`src/opmode_pkg.sv`:
```
// constants and carrier types for the operation-mode controller
package opmode_pkg;
  localparam int NUM_CH      = 8;
  localparam int NUM_IN      = 2;
  localparam int MODE_W      = 2;
  // mode status field encodings
  localparam logic [1:0] MODE_SLEEP    = 2'h0;
  localparam logic [1:0] MODE_FALLBACK = 2'h1;
  localparam logic [1:0] MODE_IDLE     = 2'h2;
  localparam logic [1:0] MODE_ACTIVE   = 2'h3;
  // mode transition latency
  localparam int XFER_NS     = 80;
  localparam int CLK_NS      = 8;
  localparam int XFER_CYC    = (XFER_NS + CLK_NS - 1) / CLK_NS;
  localparam int XFER_CNT_W  = 8;

  typedef enum logic [3:0] {
    ST_SLEEP    = 4'h1,
    ST_IDLE     = 4'h2,
    ST_ACTIVE   = 4'h4,
    ST_FALLBACK = 4'h8
  } opmode_e;

  // supply monitor indications
  typedef struct packed {
    logic vs_good;
    logic vdd_good;
    logic vs_uv;
    logic vdd_uv;
  } supply_s;

  // gating presented to the rest of the device
  typedef struct packed {
    logic spi_enable;
    logic spi_read_only;
    logic regs_reset;
    logic err_reset;
    logic diag_enable;
  } access_s;
endpackage
```
`src/mode_delay.sv`:
```
// transition latency counter: asserts done after a fixed number of enable cycles
`timescale 1ns/1ps
module mode_delay #(
  parameter int CYCLES = 10,
  parameter int CNT_W  = 8
) (
  // clock and reset
  input  wire logic clk,
  input  wire logic sys_rst,
  // control
  input  wire logic start,
  input  wire logic run,
  output logic      done
);
  logic [CNT_W-1:0] cnt_r;

  initial begin
    if (CYCLES < 1 || CYCLES >= (1 << CNT_W)) $error("mode_delay: CYCLES out of range");
  end

  always_ff @(posedge clk) begin
    if (sys_rst || !run) begin
      cnt_r <= '0;
    end else if (start) begin
      cnt_r <= CNT_W'(CYCLES);
    end else if (cnt_r != '0) begin
      cnt_r <= cnt_r - 1'b1;
    end
  end

  always_ff @(posedge clk) begin
    if (sys_rst || !run || start) begin
      done <= 1'b0;
    end else begin
      done <= (cnt_r == CNT_W'(1));
    end
  end
endmodule

```
`src/operation_mode_controller.sv`:
```
// operation-mode state machine with channel and register-access gating
// Functional notes
// exactly one of Sleep, Idle, Active, fallback is held at all times
// transitions depend only on wake pin, inputs, on bits, stay bit, pwm enables; leaving Sleep here also needs a supply good
// turn-on request outside Active goes to Active or fallback by wake pin
// Active drives loads; turn-on waits for the mode transition latency
// Sleep: channels off, registers reset, no SPI
// Idle: channels off, no diagnosis; SPI works only with logic supply good
// Idle keeps the latched channel error bits
// enter Active with wake high and any input high or any on bit set
// stay bit 0: leave Active for Idle when inputs low and on bits clear
// stay bit 1: remain Active with all inputs low
// a high input enters Active even with empty input maps
// power-up needs a supply plus input or wake high; power-on on supply good
// fallback: channels follow inputs, SPI read-only, registers reset on low logic supply
// Active with logic undervoltage: inputs only, no SPI; power undervoltage blocks channels
// wake low and an input high enters fallback, driving the mapped channel
// fallback reports mode field 01
// registers reset on logic undervoltage, wake low or soft reset; errors survive soft reset
// wake low and all inputs low enters Sleep from any state
// host raises wake before SPI writes and expects delayed turn-on
`timescale 1ns/1ps
module operation_mode_controller
  import opmode_pkg::*;
#(
  parameter int NCH = opmode_pkg::NUM_CH,
  parameter int NIN = opmode_pkg::NUM_IN
) (
  // clock and reset
  input  wire logic                 clk,
  input  wire logic                 sys_rst,
  // pins
  input  wire logic                 wake_pin,
  input  wire logic [NIN-1:0]       direct_input_pins,
  // register bits from the SPI register file
  input  wire logic [NCH-1:0]       channel_on_bits,
  input  wire logic                 stay_active_bit,
  input  wire logic                 pwm_gen0_enable,
  input  wire logic                 pwm_gen1_enable,
  input  wire logic [NCH-1:0]       input_map_zero,
  input  wire logic [NCH-1:0]       input_map_one,
  input  wire logic                 soft_reset_command,
  input  wire logic [NCH-1:0]       pwm_channel_sel,
  // supply monitors
  input  wire opmode_pkg::supply_s  supply,
  // status and gating
  output logic [1:0]                mode_status,
  output logic                      power_on,
  output logic [NCH-1:0]            channel_drive,
  output opmode_pkg::access_s       access
);
  import opmode_pkg::*;

  initial begin
    if (NIN < 1 || NCH < NIN) $error("operation_mode_controller: bad channel or input count");
  end

  opmode_e state_r;
  opmode_e state_nxt;
  opmode_e prev_r;

  // request decode
  wire any_in      = |direct_input_pins;
  wire any_on      = |channel_on_bits;
  // pwm enables only keep Active alive while any on bit is set
  wire pwm_hold    = (pwm_gen0_enable | pwm_gen1_enable) & any_on;
  wire go_sleep    = !wake_pin && !any_in;
  wire go_fallback = !wake_pin && any_in;
  wire go_active   = wake_pin && (any_in || any_on);
  wire hold_active = wake_pin && (stay_active_bit || any_in || any_on || pwm_hold);
  wire logic_good  = supply.vdd_good && !supply.vdd_uv;
  wire power_good  = supply.vs_good && !supply.vs_uv;
  wire pwr_cond    = (supply.vs_good || supply.vdd_good) && (any_in || wake_pin);

  // next state; wake, inputs, on bits, stay bit and pwm enables decide, and leaving Sleep also needs a supply good  see
  always_comb begin
    state_nxt = state_r;
    case (state_r)
      ST_SLEEP: begin
        if (pwr_cond && go_fallback) begin
          state_nxt = ST_FALLBACK;
        end else if (pwr_cond && go_active) begin
          state_nxt = ST_ACTIVE;
        end else if (pwr_cond && wake_pin) begin
          state_nxt = ST_IDLE;
        end
      end
      ST_IDLE: begin
        if (go_sleep) begin
          state_nxt = ST_SLEEP;
        end else if (go_fallback) begin
          state_nxt = ST_FALLBACK;
        end else if (go_active) begin
          state_nxt = ST_ACTIVE;
        end
      end
      ST_ACTIVE: begin
        if (go_sleep) begin
          state_nxt = ST_SLEEP;
        end else if (go_fallback) begin
          state_nxt = ST_FALLBACK;
        end else if (!hold_active) begin
          state_nxt = ST_IDLE;
        end
      end
      ST_FALLBACK: begin
        if (go_sleep) begin
          state_nxt = ST_SLEEP;
        end else if (go_active) begin
          state_nxt = ST_ACTIVE;
        end else if (wake_pin) begin
          state_nxt = ST_IDLE;
        end
      end
      default: state_nxt = ST_SLEEP;
    endcase
  end

  always_ff @(posedge clk) begin
    if (sys_rst) begin
      state_r <= ST_SLEEP;
      prev_r  <= ST_SLEEP;
    end else begin
      state_r <= state_nxt;
      prev_r  <= state_r;
    end
  end

  // turn-on waits for the transition into a driving mode
  wire entered = (state_r != prev_r) &&
                 (state_r == ST_ACTIVE || state_r == ST_FALLBACK);
  wire driving = (state_r == ST_ACTIVE || state_r == ST_FALLBACK);
  logic settled;

  mode_delay #(
    .CYCLES (XFER_CYC),
    .CNT_W  (XFER_CNT_W)
  ) u_delay (
    .clk     (clk),
    .sys_rst (sys_rst),
    .start   (entered),
    .run     (driving),
    .done    (settled)
  );

  logic ready_r;
  always_ff @(posedge clk) begin
    if (sys_rst || !driving || entered) begin
      ready_r <= 1'b0;
    end else if (settled) begin
      ready_r <= 1'b1;
    end
  end

  // channel selection
  logic [NCH-1:0] in_mapped;
  logic [NCH-1:0] pin_direct;
  always_comb begin
    in_mapped  = '0;
    pin_direct = '0;
    for (int i = 0; i < NIN; i++) begin
      pin_direct[i] = direct_input_pins[i];
    end
    in_mapped = (input_map_zero & {NCH{direct_input_pins[0]}});
    if (NIN > 1) begin
      in_mapped = in_mapped | (input_map_one & {NCH{direct_input_pins[NIN-1]}});
    end
  end

  wire [NCH-1:0] spi_req  = channel_on_bits | pwm_channel_sel & channel_on_bits;
  wire [NCH-1:0] act_sel  = logic_good ? (spi_req | in_mapped) : pin_direct;
  wire [NCH-1:0] fb_sel   = pin_direct;
  // blank while the state changes, so the old mode's drive never leaks into the new one
  wire           changing = (state_nxt != state_r) || entered;
  wire [NCH-1:0] drive_nxt =
      (!ready_r || changing || !power_good) ? '0 :
      (state_r == ST_ACTIVE)    ? act_sel :
      (state_r == ST_FALLBACK)  ? fb_sel : '0;

  // register access gating
  wire in_sleep  = (state_r == ST_SLEEP);
  wire in_idle   = (state_r == ST_IDLE);
  wire in_active = (state_r == ST_ACTIVE);
  wire in_fb     = (state_r == ST_FALLBACK);
  wire regs_rst_nxt = in_sleep || !logic_good || !wake_pin || soft_reset_command;
  // errors clear only on logic supply loss or in Sleep, never in Idle with logic good or by soft reset
  wire err_rst_nxt  = in_sleep || !logic_good;
  wire spi_en_nxt   = logic_good && !in_sleep;
  wire ro_nxt       = in_fb;
  wire diag_nxt     = in_active && logic_good;

  logic [1:0] mode_nxt;
  assign mode_nxt = in_fb     ? MODE_FALLBACK :
                    in_active ? MODE_ACTIVE   :
                    in_idle   ? MODE_IDLE     : MODE_SLEEP;

  always_ff @(posedge clk) begin
    if (sys_rst) begin
      channel_drive <= '0;
      mode_status   <= MODE_SLEEP;
      power_on      <= 1'b0;
      access        <= '{spi_enable: 1'b0, spi_read_only: 1'b0, regs_reset: 1'b1,
                         err_reset: 1'b1, diag_enable: 1'b0};
    end else begin
      channel_drive <= drive_nxt;
      mode_status   <= mode_nxt;
      power_on      <= supply.vs_good || supply.vdd_good;
      access        <= '{spi_enable: spi_en_nxt, spi_read_only: ro_nxt,
                         regs_reset: regs_rst_nxt, err_reset: err_rst_nxt,
                         diag_enable: diag_nxt};
    end
  end

  // checks
  one_state_a: assert property (@(posedge clk) disable iff (sys_rst)
    $onehot(state_r)) else $error("mode state not one-hot");
  sleep_off_a: assert property (@(posedge clk) disable iff (sys_rst)
    $past(state_r) == ST_SLEEP |-> channel_drive == '0 && access.regs_reset && !access.spi_enable)
    else $error("sleep leaves channels or spi alive");
  idle_off_a: assert property (@(posedge clk) disable iff (sys_rst)
    $past(state_r) == ST_IDLE |-> channel_drive == '0 && !access.diag_enable)
    else $error("idle drives channels");
  idle_err_a: assert property (@(posedge clk) disable iff (sys_rst)
    $past(state_r) == ST_IDLE && $past(logic_good) |-> !access.err_reset)
    else $error("idle clears error latches");
  enter_act_a: assert property (@(posedge clk) disable iff (sys_rst)
    state_r == ST_IDLE && go_active |=> state_r == ST_ACTIVE)
    else $error("active not entered");
  leave_act_a: assert property (@(posedge clk) disable iff (sys_rst)
    state_r == ST_ACTIVE && wake_pin && !stay_active_bit && !any_in && !any_on
    |=> state_r == ST_IDLE) else $error("active not left");
  stay_act_a: assert property (@(posedge clk) disable iff (sys_rst)
    state_r == ST_ACTIVE && wake_pin && stay_active_bit |=> state_r == ST_ACTIVE)
    else $error("stay bit ignored");
  enter_fb_a: assert property (@(posedge clk) disable iff (sys_rst)
    state_r != ST_SLEEP && go_fallback |=> state_r == ST_FALLBACK ##1 mode_status == MODE_FALLBACK)
    else $error("fallback not entered or reported");
  fb_ro_a: assert property (@(posedge clk) disable iff (sys_rst)
    $past(state_r) == ST_FALLBACK && $past(logic_good) |-> access.spi_read_only && access.spi_enable)
    else $error("fallback spi not read-only");
  soft_rst_a: assert property (@(posedge clk) disable iff (sys_rst)
    soft_reset_command && logic_good && !in_sleep |=> access.regs_reset && !access.err_reset)
    else $error("soft reset handling wrong");
  sleep_go_a: assert property (@(posedge clk) disable iff (sys_rst)
    go_sleep |=> state_r == ST_SLEEP) else $error("sleep not entered");
  delay_on_a: assert property (@(posedge clk) disable iff (sys_rst)
    entered |-> channel_drive == '0 ##1 channel_drive == '0)
    else $error("turn-on ignores transition latency");
endmodule

```
`config.mk`:
```
export PLATFORM = sky130hd
export DESIGN_NAME = operation_mode_controller
export DESIGN_NICKNAME = d
export VERILOG_FILES = /design/src/opmode_pkg.sv /design/src/mode_delay.sv /design/src/operation_mode_controller.sv
export SDC_FILE = /design/constraint.sdc
export NUM_CORES = 1
export LEC_CHECK = 0
export ABC_AREA = 0
export BUFFER_PORTS_ARGS = -buffer_cell sky130_fd_sc_hd__buf_2
export CORE_ASPECT_RATIO = 1.25
export CORE_UTILIZATION = 45
export CTS_BUF_LIST = sky130_fd_sc_hd__clkbuf_8
export CTS_CLUSTER_SIZE = 20
export DETAILED_ROUTE_END_ITERATION = 10
export GPL_TIMING_DRIVEN = 1
export PLACE_DENSITY = 0.75
export SLEW_MARGIN = 0
export SYNTH_ARGS = -nofsm -noshare
export SYNTH_HDL_FRONTEND = slang
export SYNTH_SLANG_ARGS = --single-unit
```
`constraint.sdc`:
```
create_clock -name clk -period 2 [get_ports clk]
set_input_delay 0.3 -clock clk [delete_from_list [all_inputs] [get_ports clk]]
set_output_delay 0.3 -clock clk [all_outputs]
set_load 0.1 [all_outputs]
```
==> results.py, run 1 <==
metrics = {
    "final_layout": {
        "area_growth_pct": 24.3,
        "fillers": 306,
        "final_common_cell": "buf_2",
        "final_cell_mix": "50 x buf_2, 32 x dfxtp_1, 14 x nor2_1, 11 x nor4_1, 8 x nor3_1",
        "final_cells": 253,
        "fin_nets": 262,
        "layout-drive-gt1-share": 0.347,
        "diodes": 0,
    },
    "logic_synthesis": {
        "synth_cell_types": 45,
        "syn_inst": 163,
        "synth.area.top_cells": "dfxtp_1 44%, nor4_1 4.4%, nor2_1 3.4%",
        "async_flop_share": 0,
        "syn_avg_cell_area_um2": 9.55,
        "ys_seq_area_frac": 0.437,
        "synth-edff-count": 0,
        "synth_top_area_frac": 0.437,
        "syn_nets": 210,
        "synth_top_area_cell": "dfxtp_1",
        "ys_seq_elements": 34,
        "ys_warn_count": 0,
        "synth-main-ff-cell": "dfxtp_1",
        "syn_area_um2": 1560,
    },
    "clocking": {
        "clock_sinks": 34,
        "root_buffer": "clkbuf_8",
        "post_cts_buffers": 0,
        "postCtsResizedCells": 0,
        "cts-buffers-inserted": 5,
        "clock_latency_ns": 0.28,
        "cts_tree": "done",
        "postCtsHoldBufs": 0,
        "h-tree-depth": 2,
        "path_clk_slew_ns": 0.07,
        "clock_path_buffers": 2,
    },
    "pwr": {
        "p_per_area_nw_per_um2": 743,
        "peakVddDrop_mv": 0.561,
        "p_total_mw": 1.44,
        "power.leakage_nw": 0.805,
    },
    "critical_path": {
        "arrival_ns": 2.03,
        "cp-start-kind": "register",
        "timing.rr.end": "u_delay.cnt_r[2]",
        "cp_cell_sequence": "xnor2_1, or3_1, or2_1, inv_2, nand3b_1, a21oi_1",
        "required_ns": 2.22,
        "crit_end": "u_delay.cnt_r[2]",
        "reg2reg_from": "state_r[3]",
        "crit_start": "state_r[3]",
        "crit_type": "register to register",
        "cp_max_fo": 12,
        "cp.depth": 6,
        "cp-end-kind": "register",
        "cp_top_family": "simple AND/OR/NAND/NOR gates",
        "critPathMaxStageDelay_ns": 0.57,
        "rrSetupSlack_ns": 0.18,
        "rr_worst_depth": 6,
        "critPathBufInv": 1,
        "cpMaxStageDelayCell": "dfxtp_1",
    },
    "placed_design": {
        "pre_cts_ws_ns": 0.129,
        "dp.cells": 245,
        "dp_hpwl_mm": 2.69,
        "portBuffers": 50,
        "gp_routability_congestion": 0.799,
    },
    "die": {
        "initial_utilization": 0.479,
        "fp.dieH_um": 67.8,
        "fp.dieArea_um2": 3700,
        "num_rows": 23,
        "die_w_um": 54.6,
        "ios": 61,
        "core_area_um2": 3250,
    },
    "drt": {
        "drc": 0,
        "drt-total-wl_mm": 3.52,
        "wl_per_cell_um": 13.9,
        "dr.pass1.iters": 4,
        "via_count": 1382,
        "antenna_left": 0,
        "drtIter0Drc": 45,
        "vias_per_cell": 5.46,
    },
    "run_status": {
        "run_status": "complete, no violations",
    },
    "job": {
        "drv_cap": 0,
    },
    "timing": {
        "slew_headroom": 0.678,
        "fin_crit_sh": 0.908,
        "tightest_slew_ns": 0.476,
        "final.setup.tns_ns": 0,
        "setup_viol": 0,
        "rsz0062_at_grt": "false",
        "worst_slack_ns": 0.183,
        "whs_ns": 0.210,
        "slew_viol_final": 0,
        "fin_worst_skew_ns": 0.00491,
        "hold_viol": 0,
        "period_needed_ns": 1.82,
        "fmax_mhz": 550,
    },
    "grt": {
        "grt_pass1_wl_mm": 5.58,
        "grt_start_max_net_pins": 16,
        "grt_pass1_vias": 1280,
        "globalRouteOverflowTotal": 0,
        "antenna_found_initial": 0,
        "grt_usage": 0.217,
    },
    "hold_path": {
        "worstHoldPathType": "input port to register",
    },
}
## routing by layer
metal  global-route usage  part of all wire
met5                    0                 0
met4               0.0994             0.018
met3               0.0721             0.057
met2                0.375              0.53
met1                0.231              0.39
## metrics by stage
step | cell area (um2) | util
after floorplan | 1560 | -
after global placement | 1840 | 0.565
after detailed placement | 1840 | 0.565
after CTS | 1930 | 0.594
after global routing | 1930 | 0.595
final | 1930 | 0.595
## layout make-up
type	count	area, um2	area share
multi-input combinational	114	803	0.415
sequential	34	683	0.353
timing repair buffer	55	288	0.149
clock buffer	6	82.6	0.0427
tap	37	46.3	0.0239
inverter	5	18.8	0.00970
clock inverter	2	12.5	0.00647
## power by group
| group | leakage [nW] | switching (mW) | internal [mW] |
|---|---|---|---|
| Combinational | 0.481 | 0.116 | 0.0850 |
| Sequential | 0.276 | 0.0200 | 0.690 |
| Clock | 0.0472 | 0.250 | 0.276 |
| Total | 0.805 | 0.386 | 1.05 |
## worst min-delay path by stage
| stage | depth (start not counted) | end | start |
|---|---|---|---|
| floorplan | 1 | state_r[3] | wake_pin |
| global placement | 2 | ready_r | u_delay.done |
| detailed placement | 2 | ready_r | u_delay.done |
| CTS | 2 | access[2] | soft_reset_command |
| global route | 2 | access[2] | soft_reset_command |
| finish | 2 | access[2] | soft_reset_command |
## cell families after synthesis
family / synth area share
compound gates: 0.158
flops: 0.437
xor+xnor: 0.0619
fa+ha+maj: 0.0161
simple gates: 0.273
buf+inv: 0.0466
mux: 0.00723
## synth_stat cells (2+ instances only)
cell type,count
dfxtp_1,34
nor2_1,14
nor4_1,11
nor3_1,8
a221oi_1,6
xnor2_1,6
nand2_1,5
o21ai_0,5
or3_1,5
xor2_1,5
a21oi_1,4
buf_2,4
clkbuf_1,4
inv_1,4
nand2b_1,4
nor2b_1,4
nor3b_1,4
o21a_1,3
a2111oi_0,2
a2bb2oi_1,2
ha_1,2
nor4b_1,2
o21bai_1,2
or2_2,2
## sequential cells by signal (all words and copies together), names as in the netlist
| register | count |
|---|---|
| access | 5 |
| prev_r | 4 |
| u_delay.done | 1 |
| state_r | 4 |
| channel_drive | 8 |
| power_on | 1 |
| mode_status | 2 |
| ready_r | 1 |
| u_delay.cnt_r | 8 |
(Power assumes the default switching activity.)
==> inputs of run 2 (changes only) <==
- ABC_AREA: 0 -> 1
- PLACE_DENSITY: 0.75 -> 0.73
==> run 2 against run 1 <==
  * The run now ends with DRC left
  * Combinational power up 39%
  * Global-route usage down 0.84 points
  * Largest cell class unchanged
  * Sequential share of layout area down 2.8 points
  * Area after synthesis up 10%
  * Worst hold slack worse by 0.00058 ns
==> results.py, run 2 <==
metrics = {
    "pwr": {
        "p_per_area_nw_per_um2": 722,
        "p_total_mw": 1.51,
        "power.leakage_nw": 1.12,
        "peakVddDrop_mv": 0.362,
    },
    "logic_synthesis": {
        "async_flop_share": 0,
        "synth.area.top_cells": "dfxtp_1 40%, nand2_1 13%, nor2_1 11%",
        "ys_seq_area_frac": 0.397,
        "synth-main-ff-cell": "dfxtp_1",
        "yosys-top-cells-count": "58 x nand2_1, 52 x nor2_1, 34 x dfxtp_1",
        "synth_top_area_frac": 0.397,
        "synth_top_area_cell": "dfxtp_1",
        "syn_avg_cell_area_um2": 6.88,
        "syn_area_um2": 1710,
        "ys_warn_count": 0,
        "ys_seq_elements": 34,
        "yosysMostFrequentCell": "nand2_1",
        "syn_nets": 296,
        "synth-edff-count": 0,
        "synth_cell_types": 32,
        "syn_inst": 249,
    },
    "timing": {
        "worst_slack_ns": 0.162,
        "slew_viol_final": 0,
        "period_needed_ns": 1.84,
        "fin_worst_skew_ns": 0.00945,
        "slew_headroom": 0.673,
        "final.setup.tns_ns": 0,
        "setup_viol": 0,
        "hold_viol": 0,
        "fin_crit_sh": 0.919,
        "tightest_slew_ns": 0.494,
        "fmax_mhz": 544,
        "rsz0062_at_grt": "false",
        "whs_ns": 0.209,
    },
    "die": {
        "num_rows": 24,
        "fp.dieArea_um2": 4060,
        "fp.dieH_um": 71.0,
        "initial_utilization": 0.479,
        "ios": 61,
        "core_area_um2": 3570,
        "die_w_um": 57.2,
    },
    "final_layout": {
        "final_cell_mix": "58 x nand2_1, 52 x nor2_1, 50 x buf_2, 34 x dfxtp_1, 30 x inv_1",
        "final_common_cell": "nand2_1",
        "final_util": 0.585,
        "fin_nets": 351,
        "reg_top3": "channel_drive x8, u_delay.cnt_r x8, access x5",
        "fin_area_um2": 2090,
        "area_growth_pct": 22.1,
        "diodes": 0,
        "layout-drive-gt1-share": 0.282,
        "final_cells": 344,
    },
    "clocking": {
        "cts-buffers-inserted": 5,
        "clock_sinks": 34,
        "cts_tree": "done",
        "clock_latency_ns": 0.29,
        "postCtsHoldBufs": 0,
        "root_buffer": "clkbuf_8",
        "postCtsResizedCells": 0,
        "post_cts_buffers": 0,
        "clock_path_buffers": 2,
        "h-tree-depth": 2,
        "path_clk_slew_ns": 0.06,
    },
    "hold_path": {
        "worstHoldPathType": "input port to register",
    },
    "grt": {
        "grt_pass1_vias": 1578,
        "grt_pass1_wl_mm": 6.56,
        "globalRouteOverflowTotal": 0,
        "antenna_found_initial": 0,
        "grt_usage": 0.209,
        "grt_start_max_net_pins": 13,
    },
    "critical_path": {
        "cp-start-kind": "register",
        "cpMaxStageDelayCell": "dfxtp_1",
        "required_ns": 2.22,
        "arrival_ns": 2.05,
        "critPathBufInv": 2,
        "cp_cell_sequence": "inv_2, nand2_4, nor2_4, inv_6, nand2_1, a21oi_2, nand3_1, nor3_2, nand4_2, nor2_1",
        "critPathMaxStageDelay_ns": 0.49,
        "cp-end-kind": "register",
        "crit_type": "register to register",
        "cp_max_fo": 7,
        "cp_top_family": "simple AND/OR/NAND/NOR gates",
    },
    "placed_design": {
        "dp.cells": 336,
        "placedInstanceArea_um2": 2000,
        "pre_cts_ws_ns": 0.164,
        "dp_hpwl_mm": 2.99,
        "portBuffers": 50,
        "gp_routability_congestion": 0.833,
    },
    "drt": {
        "drt-total-wl_mm": 3.83,
        "dr.pass1.iters": 7,
        "drc": 4,
        "wl_per_cell_um": 11.1,
        "antenna_left": 0,
        "drtIter0Drc": 49,
        "via_count": 1640,
        "vias_per_cell": 4.77,
    },
    "job": {
        "drv_cap": 0,
    },
    "run_status": {
        "violations": "DRC",
        "run_status": "finished with violations",
    },
}
[run 2: logic make-up (layout without fill, tap and decap cells)]
kind of cell             Yosys count  count (layout)  share of synthesized area
AND/OR/NAND/NOR                  143             143                      0.382
buffers and inverters             38              94                     0.0920
flip-flops                        34              34                      0.397
AO/OA/AOI/OAI                     31              31                      0.109
adder cells (fa/ha/maj)            2               2                     0.0146
XOR/XNOR                           1               1                    0.00511
[run 2: tightest hold or removal path, delay by kind of cell]
family                 cells  cell delay (ns)
buffers and inverters      1             0.08
and+or+nand+nor            2             0.09
[run 2: report_power, final]
part	total, mW	switching, mW	internal [mW]
combinational	0.279	0.185	0.0940
sequential	0.711	0.0176	0.694
clock	0.520	0.247	0.272
total	1.51	0.450	1.06
[run 2: metal layers]
| layer | wire length, um | global-route usage | part of all wire | vias to the layer above |
|---|---|---|---|---|
| li1 | - | - | - | 887 |
| met1 | 1630 | 0.223 | 0.42 | 725 |
| met2 | 2020 | 0.384 | 0.53 | 23 |
| met3 | 140 | 0.0567 | 0.037 | 5 |
| met4 | 45 | 0.0813 | 0.012 | 0 |
| met5 | 0 | 0 | 0 | - |
[run 2: worst paths after layout]
kind | startpoint | endpoint | slack [ns] | cells after the start
worst max register to register | state_r[1] | channel_drive[3] | 0.16 | 10
worst max-delay path | state_r[1] | channel_drive[3] | 0.16 | 10
worst min-delay path | soft_reset_command | access[2] | 0.21 | 3
worst min register to register | u_delay.done | ready_r | 0.45 | 2
[run 2: area by class of cell]
type                            count  area [um2]
Fill cell                         353        1480
Timing Repair Buffer               51         258
Clock buffer                        6        82.6
Clock inverter                      2        8.76
Sequential cell                    34         681
Tap cell                           39        48.8
Multi-Input combinational cell    177         875
Inverter                           35         139
==> inputs of run 3 (changes only) <==
- CORE_MARGIN: unset -> 8
- CORE_UTILIZATION: 45 -> 50
- PLACE_DENSITY: 0.73 -> 0.89
==> run 3 against run 2 <==
  * The run now ends clean
  * Sequential share of layout area increased by 0.20 points
  * Register-to-register slack improved by 0.04 ns
  * Via count increased by 7.5%
  * Count of clock-buffer cells in the layout decreased by 1
  * Die area increased by 37%
  * Setup slack improved by 0.041 ns
  * Cell count decreased by 0.29%
  * Critical path type unchanged
  * Largest cell class unchanged
  * Maximum frequency increased by 2.3%
  * Global-route usage decreased by 4.3 points
==> results.py, run 3 (same netlist as run 2, synthesis figures left out) <==
metrics = {
    "run_status": {
        "run_status": "complete, no violations",
    },
    "timing": {
        "slew_headroom": 0.671,
        "final.setup.tns_ns": 0,
        "slew_viol_final": 0,
        "fin_crit_sh": 0.899,
        "rsz0062_at_grt": "false",
        "fin_worst_skew_ns": 0.00888,
        "period_needed_ns": 1.80,
        "hold_viol": 0,
        "tightest_slew_ns": 0.496,
        "whs_ns": 0.198,
        "setup_viol": 0,
        "fmax_mhz": 556,
    },
    "clocking": {
        "path_clk_slew_ns": 0.07,
        "post_cts_buffers": 0,
        "clock_path_buffers": 2,
        "h-tree-depth": 2,
        "postCtsResizedCells": 0,
        "clock_latency_ns": 0.28,
        "clock_sinks": 34,
        "root_buffer": "clkbuf_8",
        "cts-buffers-inserted": 5,
        "cts_tree": "done",
        "postCtsHoldBufs": 0,
    },
    "critical_path": {
        "cp-start-kind": "register",
        "crit_type": "register to register",
        "rrSetupSlack_ns": 0.20,
        "required_ns": 2.15,
        "cp-end-kind": "register",
        "cp_max_fo": 7,
        "arrival_ns": 1.94,
    },
    "pwr": {
        "combPwrFrac": 0.193,
        "power.leakage_nw": 1.12,
        "p_per_area_nw_per_um2": 700,
        "p_switching_mw": 0.434,
        "p_seq_frac": 0.489,
        "peakVddDrop_mv": 0.554,
        "clkPwrFrac": 0.318,
        "power.internal_mw": 1.02,
        "swShare": 0.298,
    },
    "drt": {
        "drtIter0Drc": 102,
        "drt-total-wl_mm": 4.23,
        "via_count": 1763,
        "met2_length_mm": 2.20,
        "wl_per_cell_um": 12.3,
        "met3_length_um": 226,
        "wl_met1_mm": 1.63,
        "antenna_left": 0,
        "vias_per_cell": 5.14,
        "top_layer": "met4",
        "dr.pass1.iters": 5,
        "drc": 0,
    },
    "hold_path": {
        "worstHoldPathType": "input port to register",
    },
    "die": {
        "fp.dieArea_um2": 5570,
        "num_rows": 24,
        "fp.dieH_um": 81.4,
        "die_w_um": 68.4,
        "ios": 61,
        "initial_utilization": 0.505,
        "core_area_um2": 3390,
    },
    "final_layout": {
        "fin_nets": 351,
        "final_cell_mix": "58 x nand2_1, 52 x nor2_1, 50 x buf_2, 34 x dfxtp_1, 29 x inv_1",
        "diodes": 0,
        "area_growth_pct": 21.4,
        "layout-drive-gt1-share": 0.283,
        "final_common_cell": "nand2_1",
        "reg_top3": "channel_drive x8, u_delay.cnt_r x8, access x5",
    },
    "grt": {
        "grt_start_max_net_pins": 13,
        "antenna_found_initial": 0,
        "grt_pass1_wl_mm": 7.22,
        "globalRouteOverflowTotal": 0,
        "grt_pass1_vias": 1695,
        "grt_usage": 0.166,
    },
    "placed_design": {
        "dp_hpwl_mm": 3.29,
        "gp_routability_congestion": 0.850,
        "portBuffers": 50,
    },
    "job": {
        "drv_cap": 0,
    },
}
-- run 3: final timing paths --
check,start,to,cells past startpoint
min,soft_reset_command,access[2],3
min reg2reg,u_delay.done,ready_r,2
max,state_r[2],u_delay.done,9
max reg2reg,state_r[2],u_delay.done,9
-- run 3: area by class of cell --
cell class | instances | area [um2]
clock buffers | 5 | 68.8
clock inverters | 2 | 10.0
fillers | 304 | 1310
inverters | 35 | 139
multi-input cells | 177 | 875
flip-flops and latches | 34 | 681
well taps | 39 | 48.8
repair buffers | 51 | 258
-- run 3: critical path, stage by stage, from the launching register on --
cell	delay (ns)
dfxtp_1	0.38
inv_2	0.16
nand2_1	0.11
nor2_4	0.19
nor2_4	0.06
nor2_1	0.14
inv_1	0.08
nor2_1	0.14
inv_1	0.10
nor4_1	0.30
-- run 3: metrics by stage --
| step | setup WS (ns) | total power [mW] | instances | cell area (um2) | util |
|---|---|---|---|---|---|
| CTS | 0.232 | 1.46 | 343 | 2080 | 0.613 |
| global placement | 0.274 | 0.997 | 336 | 2000 | 0.590 |
| floorplan | 0.532 | 0.931 | 249 | 1710 | - |
| detailed placement | 0.222 | 1.00 | 336 | 2000 | 0.590 |
| finish | 0.203 | 1.46 | 343 | 2080 | 0.613 |
| global route | 0.0288 | 1.53 | 343 | 2080 | 0.613 |
-- run 3: routing by layer --
metal  global-route usage  vias up
met5                    0        -
met4               0.0924        0
met3               0.0437       17
met2                0.289       55
met1                0.177      800
li1                     -      891
-- run 3: power groups by stage --
stage                     Combinational (mW)  Sequential, mW  Clock (mW)
after floorplan                        0.169           0.762           0
after global placement                 0.271           0.726           0
after detailed placement               0.277           0.726           0
after CTS                              0.281           0.711       0.470
after global routing                   0.310           0.713       0.503
final                                  0.282           0.711       0.462
